**config.mk**
```make
export PLATFORM = sky130hd
export DESIGN_NAME = fault_status_regs
export DESIGN_NICKNAME = d
export VERILOG_FILES = /design/src/logic/fault_status_pkg.sv /design/src/logic/level_sync.sv /design/src/logic/sticky_flags.sv /design/src/logic/fault_status_regs.sv
export SDC_FILE = /design/constraint.sdc
export NUM_CORES = 1
export LEC_CHECK = 0
export BUFFER_PORTS_ARGS = -buffer_cell sky130_fd_sc_hd__buf_4
export CAP_MARGIN = 20
export CORE_MARGIN = 3
export CORE_UTILIZATION = 47
export CTS_CLUSTER_DIAMETER = 200
export DETAILED_ROUTE_END_ITERATION = 12
export PLACE_DENSITY = 0.78
export SLEW_MARGIN = 20
export SYNTH_ARGS = -nofsm -noshare
export SYNTH_HDL_FRONTEND = slang
export SYNTH_SLANG_ARGS = --single-unit
```
**constraint.sdc**
```tcl
create_clock -name clk_sys -period 2.2 [get_ports clk_sys]
set_input_delay 0.11 -clock clk_sys [delete_from_list [all_inputs] [get_ports clk_sys]]
set_output_delay 0.11 -clock clk_sys [all_outputs]
set_load 0.01 [all_outputs]
```
**src/logic/fault_status_pkg.sv**
```systemverilog
/*
  Constants and carrier types for the fault status summary bank: command
  codes, field positions of each status byte, channel counts.
  Assumes the management-bus command layer decodes frames and hands reads to
  the bank as command codes on the system clock.
*/
`default_nettype none

package fault_status_pkg;

  // Channel counts
  localparam int unsigned NUM_OUT = 2;

  // Command codes of the four status registers
  localparam logic [7:0] CMD_SUM_BYTE = 8'h78;
  localparam logic [7:0] CMD_SUM_WORD = 8'h79;
  localparam logic [7:0] CMD_VOUT_DET = 8'h7a;
  localparam logic [7:0] CMD_OUT_CURRENT_SUMMARY_FLAG_DET = 8'h7b;

  // Read data reset value
  localparam logic [15:0] RD_DATA_RST = 16'h0000;

  // Summary byte fields
  localparam int unsigned SB_UNUSED  = 7;
  localparam int unsigned SB_OFF     = 6;
  localparam int unsigned SB_VOUT_OV = 5;
  localparam int unsigned SB_OUT_CURRENT_SUMMARY_FLAG_OC = 4;
  localparam int unsigned SB_VIN_UV  = 3;
  localparam int unsigned SB_TEMP    = 2;
  localparam int unsigned SB_CML     = 1;
  localparam int unsigned SB_OTHER   = 0;

  // Summary word high fields
  localparam int unsigned SW_VOUT  = 15;
  localparam int unsigned SW_OUT_CURRENT_SUMMARY_FLAG  = 14;
  localparam int unsigned SW_INPUT = 13;
  localparam int unsigned SW_MFR   = 12;
  localparam int unsigned SW_PG_N  = 11;

  // Output voltage detail fields
  localparam int unsigned VD_OV   = 7;
  localparam int unsigned VD_UV   = 4;
  localparam int unsigned VD_VMAX = 3;

  // Output current detail fields
  localparam int unsigned ID_OC    = 7;
  localparam int unsigned ID_OC_UV = 6;
  localparam int unsigned ID_SHARE = 3;

  // Global detail fields feeding the summaries
  localparam int unsigned IN_OV = 7;
  localparam int unsigned IN_UV = 4;
  localparam int unsigned IN_OC = 2;
  localparam int unsigned TP_OT  = 7;
  localparam int unsigned TP_OTW = 6;
  localparam int unsigned TP_UT  = 4;
  localparam int unsigned CM_BAD_CMD   = 7;
  localparam int unsigned CM_BAD_DATA  = 6;
  localparam int unsigned CM_PEC_ERR   = 5;
  localparam int unsigned CM_MEM_FLT   = 4;
  localparam int unsigned CM_PROC_FLT  = 3;
  localparam int unsigned CM_OTHER_COM = 1;
  localparam int unsigned CM_OTHER_MEM = 0;
  localparam int unsigned MF_OTP_FULL  = 1;

  // Per-output fault comparator levels
  typedef struct packed {
    logic ov;
    logic uv;
    logic vmax;
    logic oc;
    logic oc_uv;
    logic share;
  } out_faults_t;

  // Global fault comparator levels
  typedef struct packed {
    logic in_ov;
    logic in_uv;
    logic in_oc;
    logic ot;
    logic otw;
    logic ut;
    logic otp_full;
  } glob_faults_t;

  // Communication, memory and logic events from on-chip logic
  typedef struct packed {
    logic bad_cmd;
    logic bad_data;
    logic pec_err;
    logic mem_flt;
    logic proc_flt;
    logic other_com;
    logic other_mem;
  } cml_evt_t;

  localparam int unsigned OUT_W  = $bits(out_faults_t);
  localparam int unsigned GLOB_W = $bits(glob_faults_t);
  localparam int unsigned CML_W  = $bits(cml_evt_t);
  localparam int unsigned FLAG_W = NUM_OUT * OUT_W + GLOB_W + CML_W;

endpackage

`default_nettype wire

```
**src/logic/level_sync.sv**
```systemverilog
/*
  Two-flop synchroniser for a vector of independent levels.
  Assumes each bit is a slow level; no bus coherence between bits.
*/
`default_nettype none

module level_sync #(
  parameter int unsigned W = 1
) (
  // Clock and reset
  input  wire logic         clk_sys,
  input  wire logic         sys_rst,
  // Levels
  input  wire logic [W-1:0] lvl_in,
  output logic      [W-1:0] lvl_out
);

  logic [W-1:0] meta_q;

  // First stage feeds only the second stage
  always_ff @(posedge clk_sys or posedge sys_rst) begin
    if (sys_rst) begin
      meta_q  <= '0;
      lvl_out <= '0;
    end else begin
      meta_q  <= lvl_in;
      lvl_out <= meta_q;
    end
  end

endmodule

`default_nettype wire

```
**src/logic/sticky_flags.sv**
```systemverilog
/*
  Bank of sticky fault flags: a set level latches a flag, a clear pulse
  drops it. A set in the clear cycle wins, so no event is lost.
  Assumes set and clear come from the system clock domain.
*/
`default_nettype none

module sticky_flags #(
  parameter int unsigned W = 1
) (
  // Clock and reset
  input  wire logic         clk_sys,
  input  wire logic         sys_rst,
  // Control
  input  wire logic [W-1:0] set_in,
  input  wire logic         clr,
  // Flags
  output logic      [W-1:0] flags_q
);

  logic [W-1:0] flags_d;

  // Set wins over clear
  assign flags_d = set_in | (flags_q & ~{W{clr}});

  // Flag storage
  always_ff @(posedge clk_sys or posedge sys_rst) begin
    if (sys_rst) begin
      flags_q <= '0;
    end else begin
      flags_q <= flags_d;
    end
  end

endmodule

`default_nettype wire

```
**src/logic/fault_status_regs.sv**
```systemverilog
/*
  Fault status summary bank: global summary byte and word, paged output
  voltage and current detail bytes, answered by management-bus command code.
  Assumes the command layer issues one-cycle read and write requests on
  clk_sys and holds the selected page; fault pins are asynchronous levels.
*/
// Operation
// - Summary bit 6 set whenever any output delivers no power.
// - Summary bit 5 set after an output overvoltage fault.
// - Summary bit 4 set after an output overcurrent fault.
// - Summary bit 3 set after an input undervoltage fault.
// - Summary bit 2 set after a temperature fault or warning.
// - Summary bit 1 set after a communication, memory or logic fault.
// - Summary bit 0 flags other status changes; bit 7 reads zero.
// - Summary byte and word are global, covering both outputs.
// - Word low byte always equals the summary byte.
// - Word bit 15 set on any output voltage fault.
// - Word bit 14 set on any output current fault.
// - Word bit 13 set on any input fault.
// - Word bit 12 set on a vendor-specific event.
// - Word bit 11 set while power good is low; bits 10:7 zero.
// - Voltage detail bit 7 is overvoltage; bits 6:5 and 2:0 zero.
// - Voltage detail bit 4 is undervoltage.
// - Voltage detail bit 3 is maximum voltage warning.
// - Current detail bit 7 overcurrent, bit 6 overcurrent-undervoltage; 5:4 zero.
// - Current detail bit 3 is share fault; bits 2:0 zero.
// - Detail bytes are paged: they report the selected output.
// - Vendor detail bit 1 flags full one-time memory, feeding bit 12.
// - Communication detail bit 7 flags an invalid command, feeding bit 1.
`default_nettype none

module fault_status_regs
  import fault_status_pkg::*;
(
  // Clock and reset
  input  wire logic                       clk_sys,
  input  wire logic                       sys_rst,
  // Asynchronous fault and power pins
  input  wire out_faults_t [NUM_OUT-1:0]  out_flt_pin,
  input  wire logic        [NUM_OUT-1:0]  out_on_pin,
  input  wire logic        [NUM_OUT-1:0]  pgood_pin,
  input  wire glob_faults_t               glob_flt_pin,
  // On-chip events
  input  wire cml_evt_t                   cml_evt,
  input  wire logic                       clear_faults,
  // Command port
  input  wire logic                       page_sel,
  input  wire logic                       rd_req,
  input  wire logic                       wr_req,
  input  wire logic        [7:0]          cmd_code,
  output logic                            rd_valid_q,
  output logic                            rd_hit_q,
  output logic             [15:0]         rd_data_q
);

  localparam int unsigned PIN_W = NUM_OUT * (OUT_W + 2) + GLOB_W;

  logic [PIN_W-1:0]       pins_s;
  out_faults_t [NUM_OUT-1:0] out_s;
  logic [NUM_OUT-1:0]     on_s;
  logic [NUM_OUT-1:0]     pg_s;
  glob_faults_t           glob_s;
  logic [FLAG_W-1:0]      flags_q;
  out_faults_t [NUM_OUT-1:0] out_f;
  glob_faults_t           glob_f;
  cml_evt_t               cml_f;
  logic [NUM_OUT-1:0][7:0] vout_det;
  logic [NUM_OUT-1:0][7:0] out_current_summary_flag_det;
  logic [7:0]             input_det;
  logic [7:0]             temp_det;
  logic [7:0]             cml_det;
  logic [7:0]             mfr_det;
  logic [7:0]             sum_byte;
  logic [15:0]            sum_word;
  logic [15:0]            rd_data_d;
  logic                   rd_hit_d;
  logic                   all_on;
  logic                   all_pg;
  logic                   ov_any;
  logic                   oc_any;

  // Pins pass two flops before any logic reads them
  level_sync #(.W(PIN_W)) u_pin_sync (
    .clk_sys (clk_sys),
    .sys_rst (sys_rst),
    .lvl_in  ({out_flt_pin, out_on_pin, pgood_pin, glob_flt_pin}),
    .lvl_out (pins_s)
  );
  assign {out_s, on_s, pg_s, glob_s} = pins_s;

  sticky_flags #(.W(FLAG_W)) u_flags (
    .clk_sys (clk_sys),
    .sys_rst (sys_rst),
    .set_in  ({out_s, glob_s, cml_evt}),
    .clr     (clear_faults),
    .flags_q (flags_q)
  );
  assign {out_f, glob_f, cml_f} = flags_q;

  // paged detail bytes, unused bits zero
  for (genvar p = 0; p < NUM_OUT; p++) begin : g_out
    always_comb begin
      vout_det[p]           = 8'h00;
      vout_det[p][VD_OV]    = out_f[p].ov;
      vout_det[p][VD_UV]    = out_f[p].uv;
      vout_det[p][VD_VMAX]  = out_f[p].vmax;
      out_current_summary_flag_det[p]           = 8'h00;
      out_current_summary_flag_det[p][ID_OC]    = out_f[p].oc;
      out_current_summary_flag_det[p][ID_OC_UV] = out_f[p].oc_uv;
      out_current_summary_flag_det[p][ID_SHARE] = out_f[p].share;
    end
  end

  // Global detail bytes that the summaries aggregate
  always_comb begin
    input_det                = 8'h00;
    input_det[IN_OV]         = glob_f.in_ov;
    input_det[IN_UV]         = glob_f.in_uv;
    input_det[IN_OC]         = glob_f.in_oc;
    temp_det                 = 8'h00;
    temp_det[TP_OT]          = glob_f.ot;
    temp_det[TP_OTW]         = glob_f.otw;
    temp_det[TP_UT]          = glob_f.ut;
    cml_det                  = 8'h00;
    cml_det[CM_BAD_CMD]      = cml_f.bad_cmd;
    cml_det[CM_BAD_DATA]     = cml_f.bad_data;
    cml_det[CM_PEC_ERR]      = cml_f.pec_err;
    cml_det[CM_MEM_FLT]      = cml_f.mem_flt;
    cml_det[CM_PROC_FLT]     = cml_f.proc_flt;
    cml_det[CM_OTHER_COM]    = cml_f.other_com;
    cml_det[CM_OTHER_MEM]    = cml_f.other_mem;
    mfr_det                  = 8'h00;
    mfr_det[MF_OTP_FULL]     = glob_f.otp_full;
  end

  // both outputs reduced into global terms
  assign all_on = &on_s;
  assign all_pg = &pg_s;
  assign ov_any = |(vout_det[0][VD_OV] | vout_det[1][VD_OV]);
  assign oc_any = |(out_current_summary_flag_det[0][ID_OC] | out_current_summary_flag_det[1][ID_OC]);

  // bits 5:0 are ORs of detail flags; bit 6 follows the live output enables
  always_comb begin
    sum_byte             = 8'h00;
    sum_byte[SB_UNUSED]  = 1'b0;
    sum_byte[SB_OFF]     = ~all_on;
    sum_byte[SB_VOUT_OV] = ov_any;
    sum_byte[SB_OUT_CURRENT_SUMMARY_FLAG_OC] = oc_any;
    sum_byte[SB_VIN_UV]  = input_det[IN_UV];
    sum_byte[SB_TEMP]    = |temp_det;
    sum_byte[SB_CML]     = |cml_det;
    sum_byte[SB_OTHER]   = input_det[IN_OV] | input_det[IN_OC] | (|mfr_det)
                         | vout_det[0][VD_UV] | vout_det[1][VD_UV]
                         | vout_det[0][VD_VMAX] | vout_det[1][VD_VMAX]
                         | out_current_summary_flag_det[0][ID_OC_UV] | out_current_summary_flag_det[1][ID_OC_UV]
                         | out_current_summary_flag_det[0][ID_SHARE] | out_current_summary_flag_det[1][ID_SHARE];
  end

  // low byte is the summary byte; bits 10:7 zero
  always_comb begin
    sum_word           = {8'h00, sum_byte};
    sum_word[SW_VOUT]  = |(vout_det[0] | vout_det[1]);
    sum_word[SW_OUT_CURRENT_SUMMARY_FLAG]  = |(out_current_summary_flag_det[0] | out_current_summary_flag_det[1]);
    sum_word[SW_INPUT] = |input_det;
    sum_word[SW_MFR]   = |mfr_det;
    sum_word[SW_PG_N]  = ~all_pg;
  end

  // read mux by command code, detail bytes by page
  always_comb begin
    rd_data_d = RD_DATA_RST;
    rd_hit_d  = 1'b1;
    case (cmd_code)
      CMD_SUM_BYTE: rd_data_d = {8'h00, sum_byte};
      CMD_SUM_WORD: rd_data_d = sum_word;
      CMD_VOUT_DET: rd_data_d = {8'h00, vout_det[page_sel]};
      CMD_OUT_CURRENT_SUMMARY_FLAG_DET: rd_data_d = {8'h00, out_current_summary_flag_det[page_sel]};
      default:      rd_hit_d  = 1'b0;
    endcase
  end

  // read answer; writes reach no storage here
  always_ff @(posedge clk_sys or posedge sys_rst) begin
    if (sys_rst) begin
      rd_valid_q <= 1'b0;
      rd_hit_q   <= 1'b0;
      rd_data_q  <= RD_DATA_RST;
    end else begin
      rd_valid_q <= rd_req;
      if (rd_req) begin
        rd_hit_q  <= rd_hit_d;
        rd_data_q <= rd_data_d;
      end
    end
  end
endmodule

`default_nettype wire

```
# After elaboration in Yosys (flattened, before gate mapping)

Cells that the tools add are included.
W data, S select, Z words.

Register bits after elaboration: 90
Input port bits: 44
Output and inout bits: 18
Logic and storage cells: 44

$lt $le $gt $ge: 1
Eq/ne operators: 4
Multiplexer cells: 6
Bitwise operators: 19
Reduce and logical (&&, ||, !) cells: 8

Operators with widths:

| operator             | count |
|---|---|
| $pmux W16 S4         | 1 |
| $eq A8 B7 Y1 const B | 4 |
| $mux W8              | 4 |
| $and A26 B26 Y26     | 1 |
| $not A26 Y26         | 1 |
| $or A26 B26 Y26      | 1 |
| $or A8 B8 Y8         | 2 |
| $reduce_or A8 Y1     | 2 |
| $or A1 B1 Y1         | 12 |
| $reduce_or A7 Y1     | 1 |
| $reduce_or A3 Y1     | 2 |
| $reduce_and A2 Y1    | 2 |
| $reduce_or A4 Y1     | 1 |
| $lt A1 B2 Y1 const B | 1 |
| $not A1 Y1           | 2 |
| $mux W1              | 1 |

# Longest topological paths before layout

Depth in word-level cells: 11
Gate-level depth with buffers: 4
Gate-level depth less buffers: 3

# Cells and area by module

A second synthesis with hierarchy kept.

Cells, all modules: 186
Area, all modules: 2849.0 µm²

By module, submodules not included:

| module            | instances | cells each | area each (µm²) | sequential area each (µm²) |
|---|---|---|---|---|
| level_sync        | 1         | 47         | 1154.9          | 1151.1 |
| sticky_flags      | 1         | 56         | 883.3           | 650.6 |
| fault_status_regs | 1         | 83         | 810.8           | 375.4 |

# Worst setup path before layout

OpenSTA, ideal clock, no wires.

Path type: register -> register
Start point: register u_flags.flags_q[18]
End point: register rd_data_q[0]
Library setup time: 128 ps
Arrival time: 1158 ps
Required time: 2072 ps
Path slack: 914 ps
Stages on the path, launching flop included: 4
Path buffers: 0
Clock period less this slack: 1286 ps
Cells stage by stage: dfrtp_1 > or4_4 > and3b_1 > o22ai_1

Cells in the longest elaborated chain, start to end: 9

Ends and longest elaborated chain:

| what                      | line                     | source |
|---|---|---|
| start: declaration        | sticky_flags.sv:18       | `output logic [W-1:0] flags_q` |
| start signal: assignment  | sticky_flags.sv:31       | `flags_q <= flags_d;` |
| $or A1 B1 Y1 (2 in a row) | fault_status_regs.sv:153 | `\| vout_det[0][VD_UV] \| vout_det[1][VD_UV]` |
| $or A1 B1 Y1 (2 in a row) | fault_status_regs.sv:154 | `\| vout_det[0][VD_VMAX] \| vout_det[1][VD_VMAX]` |
| $or A1 B1 Y1 (2 in a row) | fault_status_regs.sv:155 | `\| out_current_summary_flag_det[0][ID_OC_UV] \| out_current_summary_flag_det[1][ID_OC_UV]` |
| $or A1 B1 Y1 (2 in a row) | fault_status_regs.sv:156 | `\| out_current_summary_flag_det[0][ID_SHARE] \| out_current_summary_flag_det[1][ID_SHARE];` |
| $pmux W16 S4              | fault_status_regs.sv:173 | `case (cmd_code)` |
| end signal: assignment    | fault_status_regs.sv:192 | `rd_data_q <= rd_data_d;` |
| end: declaration          | fault_status_regs.sv:53  | `output logic [15:0] rd_data_q` |

Every way passes these cells.
A chain may end at the register's enable or synchronous reset.

# Final worst setup path

Start point: register u_flags.flags_q[3]
End point: register rd_data_q[1]

Cells in the longest elaborated chain, start to end: 2

Ends and longest elaborated chain:

| what             | line                     | source |
|---|---|---|
| $reduce_or A7 Y1 | fault_status_regs.sv:151 | `sum_byte[SB_CML] = \|cml_det;` |
| $pmux W16 S4     | fault_status_regs.sv:173 |  |

Every way passes these cells.

==> flow_summary.json <==
{
  "status": "completed",
  "cts_hold_buffers": 32,
  "final_area_um2": 3820,
  "slew_headroom_pct": 51.8,
  "critPathRequiredTime_ns": 2.42,
  "ant_nets": 0,
  "vdd_ir_drop_max_uv": 459,
  "cp_max_fo": 2,
  "drive_gt1_share_pct": 28.2,
  "tns_ns": 0,
  "drt_iter0_drc": 100,
  "crit_arrival_ns": 1.61,
  "routedWlPerCell_um": 13.5,
  "layout_min_cycle_time_ns": 1.39,
  "total_power_mw": 2.86,
  "cts_sinks": 87,
  "firstDrtPassIters": 4,
  "cts_buffers": 9,
  "grt_usage_pct": 15.1,
  "vias": 1731,
  "dp_cells": 309,
  "crit_path_start_kind": "flip-flop",
  "nets": 324,
  "skew_ns": 0.0101,
  "fin_cells": 356,
  "endpoint_kind": "flip-flop",
  "drv_cap": 0,
  "netlist_instances": 186,
  "grt_setup_unrepaired": "false",
  "hpwl_mm": 3.17,
  "die_area_um2": 7010,
  "drv_slew": 0,
  "synth_area_leaders": "dfrtp_1 (77%), a21o_1 (6.6%), o22ai_1 (2.4%), inv_1 (2.0%), mux2i_1 (1.4%)",
  "yosysTopAreaCellShare_pct": 76.6,
  "n_antenna_cell": 0,
  "ys_types": 36,
  "io_buffers": 57,
  "whs_ns": 0.0660,
  "grt_pass1_vias": 1801,
  "synth_seq_area_share_pct": 76.6,
  "crit_type": "flip-flop to flip-flop",
  "io_pins": 62,
  "ys_async_sr_fraction_pct": 100,
  "power.density_nw_per_um2": 749,
  "drc_errors": 0,
  "syn_area_um2": 2840,
  "ys_ff_latch": 87,
  "cts-resized-gates": 0,
  "synth-edff-count": 0,
  "clk_pin_slew_worst_paths_ns": 0.08,
  "core_area_um2": 5680,
  "initial_core_util_pct": 50.1,
  "avgSynthCellArea_um2": 15.3,
  "hold_viol_final": 0,
  "grt.overflow.total": 0,
  "area_growth_pct": 34.3,
  "leakagePower_nw": 1.82,
  "drt_wl_total_mm": 4.81,
  "chipHeight_um": 83.8,
  "fill_cells": 417,
  "grt_first_pass_wirelength_mm": 8.24,
  "synthFlopType": "dfrtp_1",
  "cts_tree": "done",
  "die_w_um": 83.8,
  "cts_root_buf": "clkbuf_8",
  "post-route-period-util_pct": 63.2,
  "ys_warn_count": 0,
  "htree_levels": 3,
  "insertion_delay_ns": 0.35,
  "placed_cell_area_um2": 3330,
  "gp_congestion": 0.726,
  "hp-class": "input port to flip-flop",
  "cts_setup_buffers": 0,
  "maxClockFrequency_mhz": 720,
  "antenna_found_initial": 0,
  "mostFrequentLayoutCells": "dfrtp_1 (87), buf_4 (57), dlygate4sd3_1 (32), a21o_1 (25), inv_1 (14)",
  "rows": 27,
  "worst_slew_pin_slew_ns": 0.719,
  "mostFrequentLayoutCell": "dfrtp_1",
  "vias_per_cell": 4.86,
  "grt_max_degree": 88,
  "clock_path_buffers": 2,
  "setup_viol": 0,
  "yosysTopAreaCell": "dfrtp_1"
}
sequential cells by signal (all words and copies together) (netlist names):
register            flops
rd_data_q              13
rd_valid_q              1
u_pin_sync.meta_q      23
u_pin_sync.lvl_out     23
rd_hit_q                1
u_flags.flags_q        26
synth_stat cells, drive strengths merged, types with 2 or more instances:
| cell | instances |
|---|---|
| a21o | 26 |
| buf | 7 |
| clkbuf | 2 |
| dfrtp | 87 |
| inv | 15 |
| mux2i | 4 |
| nand2 | 2 |
| nand2b | 2 |
| nand3 | 2 |
| nor2 | 2 |
| nor3 | 4 |
| nor4 | 2 |
| o22ai | 11 |
| or4 | 2 |
metrics by stage:
stage | utilization (%) | setup slack (ns)
finish | 67.2 | 0.810
global route | 67.2 | 0.750
CTS | 67.2 | 0.782
detailed placement | 58.7 | 0.793
global placement | 58.7 | 0.868
floorplan | - | 0.914
final cells by class:
cell class	instances	area, um2	share of cell area [%]
Sequential cell	87	2180	57.0
Clock inverter	4	22.5	0.590
Clock buffer	11	141	3.70
Multi-Input combinational cell	76	553	14.5
Tap cell	72	90.1	2.36
Inverter	16	63.8	1.67
Timing Repair Buffer	90	768	20.1
power by group:
| group | switching, mW | total (mW) | internal [mW] |
|---|---|---|---|
| logic | 0.0879 | 0.218 | 0.130 |
| clock network | 0.501 | 0.929 | 0.429 |
| registers | 0.0361 | 1.71 | 1.68 |
| total | 0.625 | 2.86 | 2.23 |
per-layer routing:
| layer | up-vias | part of all wire (%) | track usage, % |
|---|---|---|---|
| met1 | 850 | 43 | 19.4 |
| met3 | 11 | 5.2 | 4.44 |
| met5 | - | 0 | 0 |
| li1 | 818 | - | - |
| met4 | 0 | 2.4 | 7.89 |
| met2 | 52 | 49 | 23.3 |
worst max-delay path, cell delays in order (launching register included):
cell,delay [ns]
dfrtp_1,0.38
or4_1,0.54
nor4_1,0.22
o22ai_1,0.13
logic make-up (layout without fill, tap and decap cells):
family / count (synthesis) / in the layout / share of synthesized area [%]
other: 1 / 3 / 0.132
buffers and inverters: 25 / 121 / 4.18
flip-flops: 87 / 87 / 76.6
multiplexers: 6 / 6 / 2.60
AO/OA/AOI/OAI: 43 / 43 / 11.0
AND/OR/NAND/NOR: 24 / 24 / 5.50
worst paths after layout:
path / start / to / slack (ns) / cells after the start
max in group asynchronous: sys_rst / rd_data_q[7]$_DFFE_PP0P_ / 1.41 / 4
worst max register to register: u_flags.flags_q[3]$_DFF_PP0_ / rd_data_q[1]$_DFFE_PP0P_ / 0.81 / 3
worst max-delay path: u_flags.flags_q[3]$_DFF_PP0_ / rd_data_q[1]$_DFFE_PP0P_ / 0.81 / 3
worst min-delay path: cmd_code[0] / rd_data_q[14]$_DFFE_PP0P_ / 0.07 / 2
worst min register to register: u_pin_sync.meta_q[0]$_DFF_PP0_ / u_pin_sync.lvl_out[0]$_DFF_PP0_ / 0.35 / 0
min in group asynchronous: sys_rst / u_pin_sync.lvl_out[17]$_DFF_PP0_ / 0.44 / 4
Note: power is estimated with default switching activity, not from simulation.
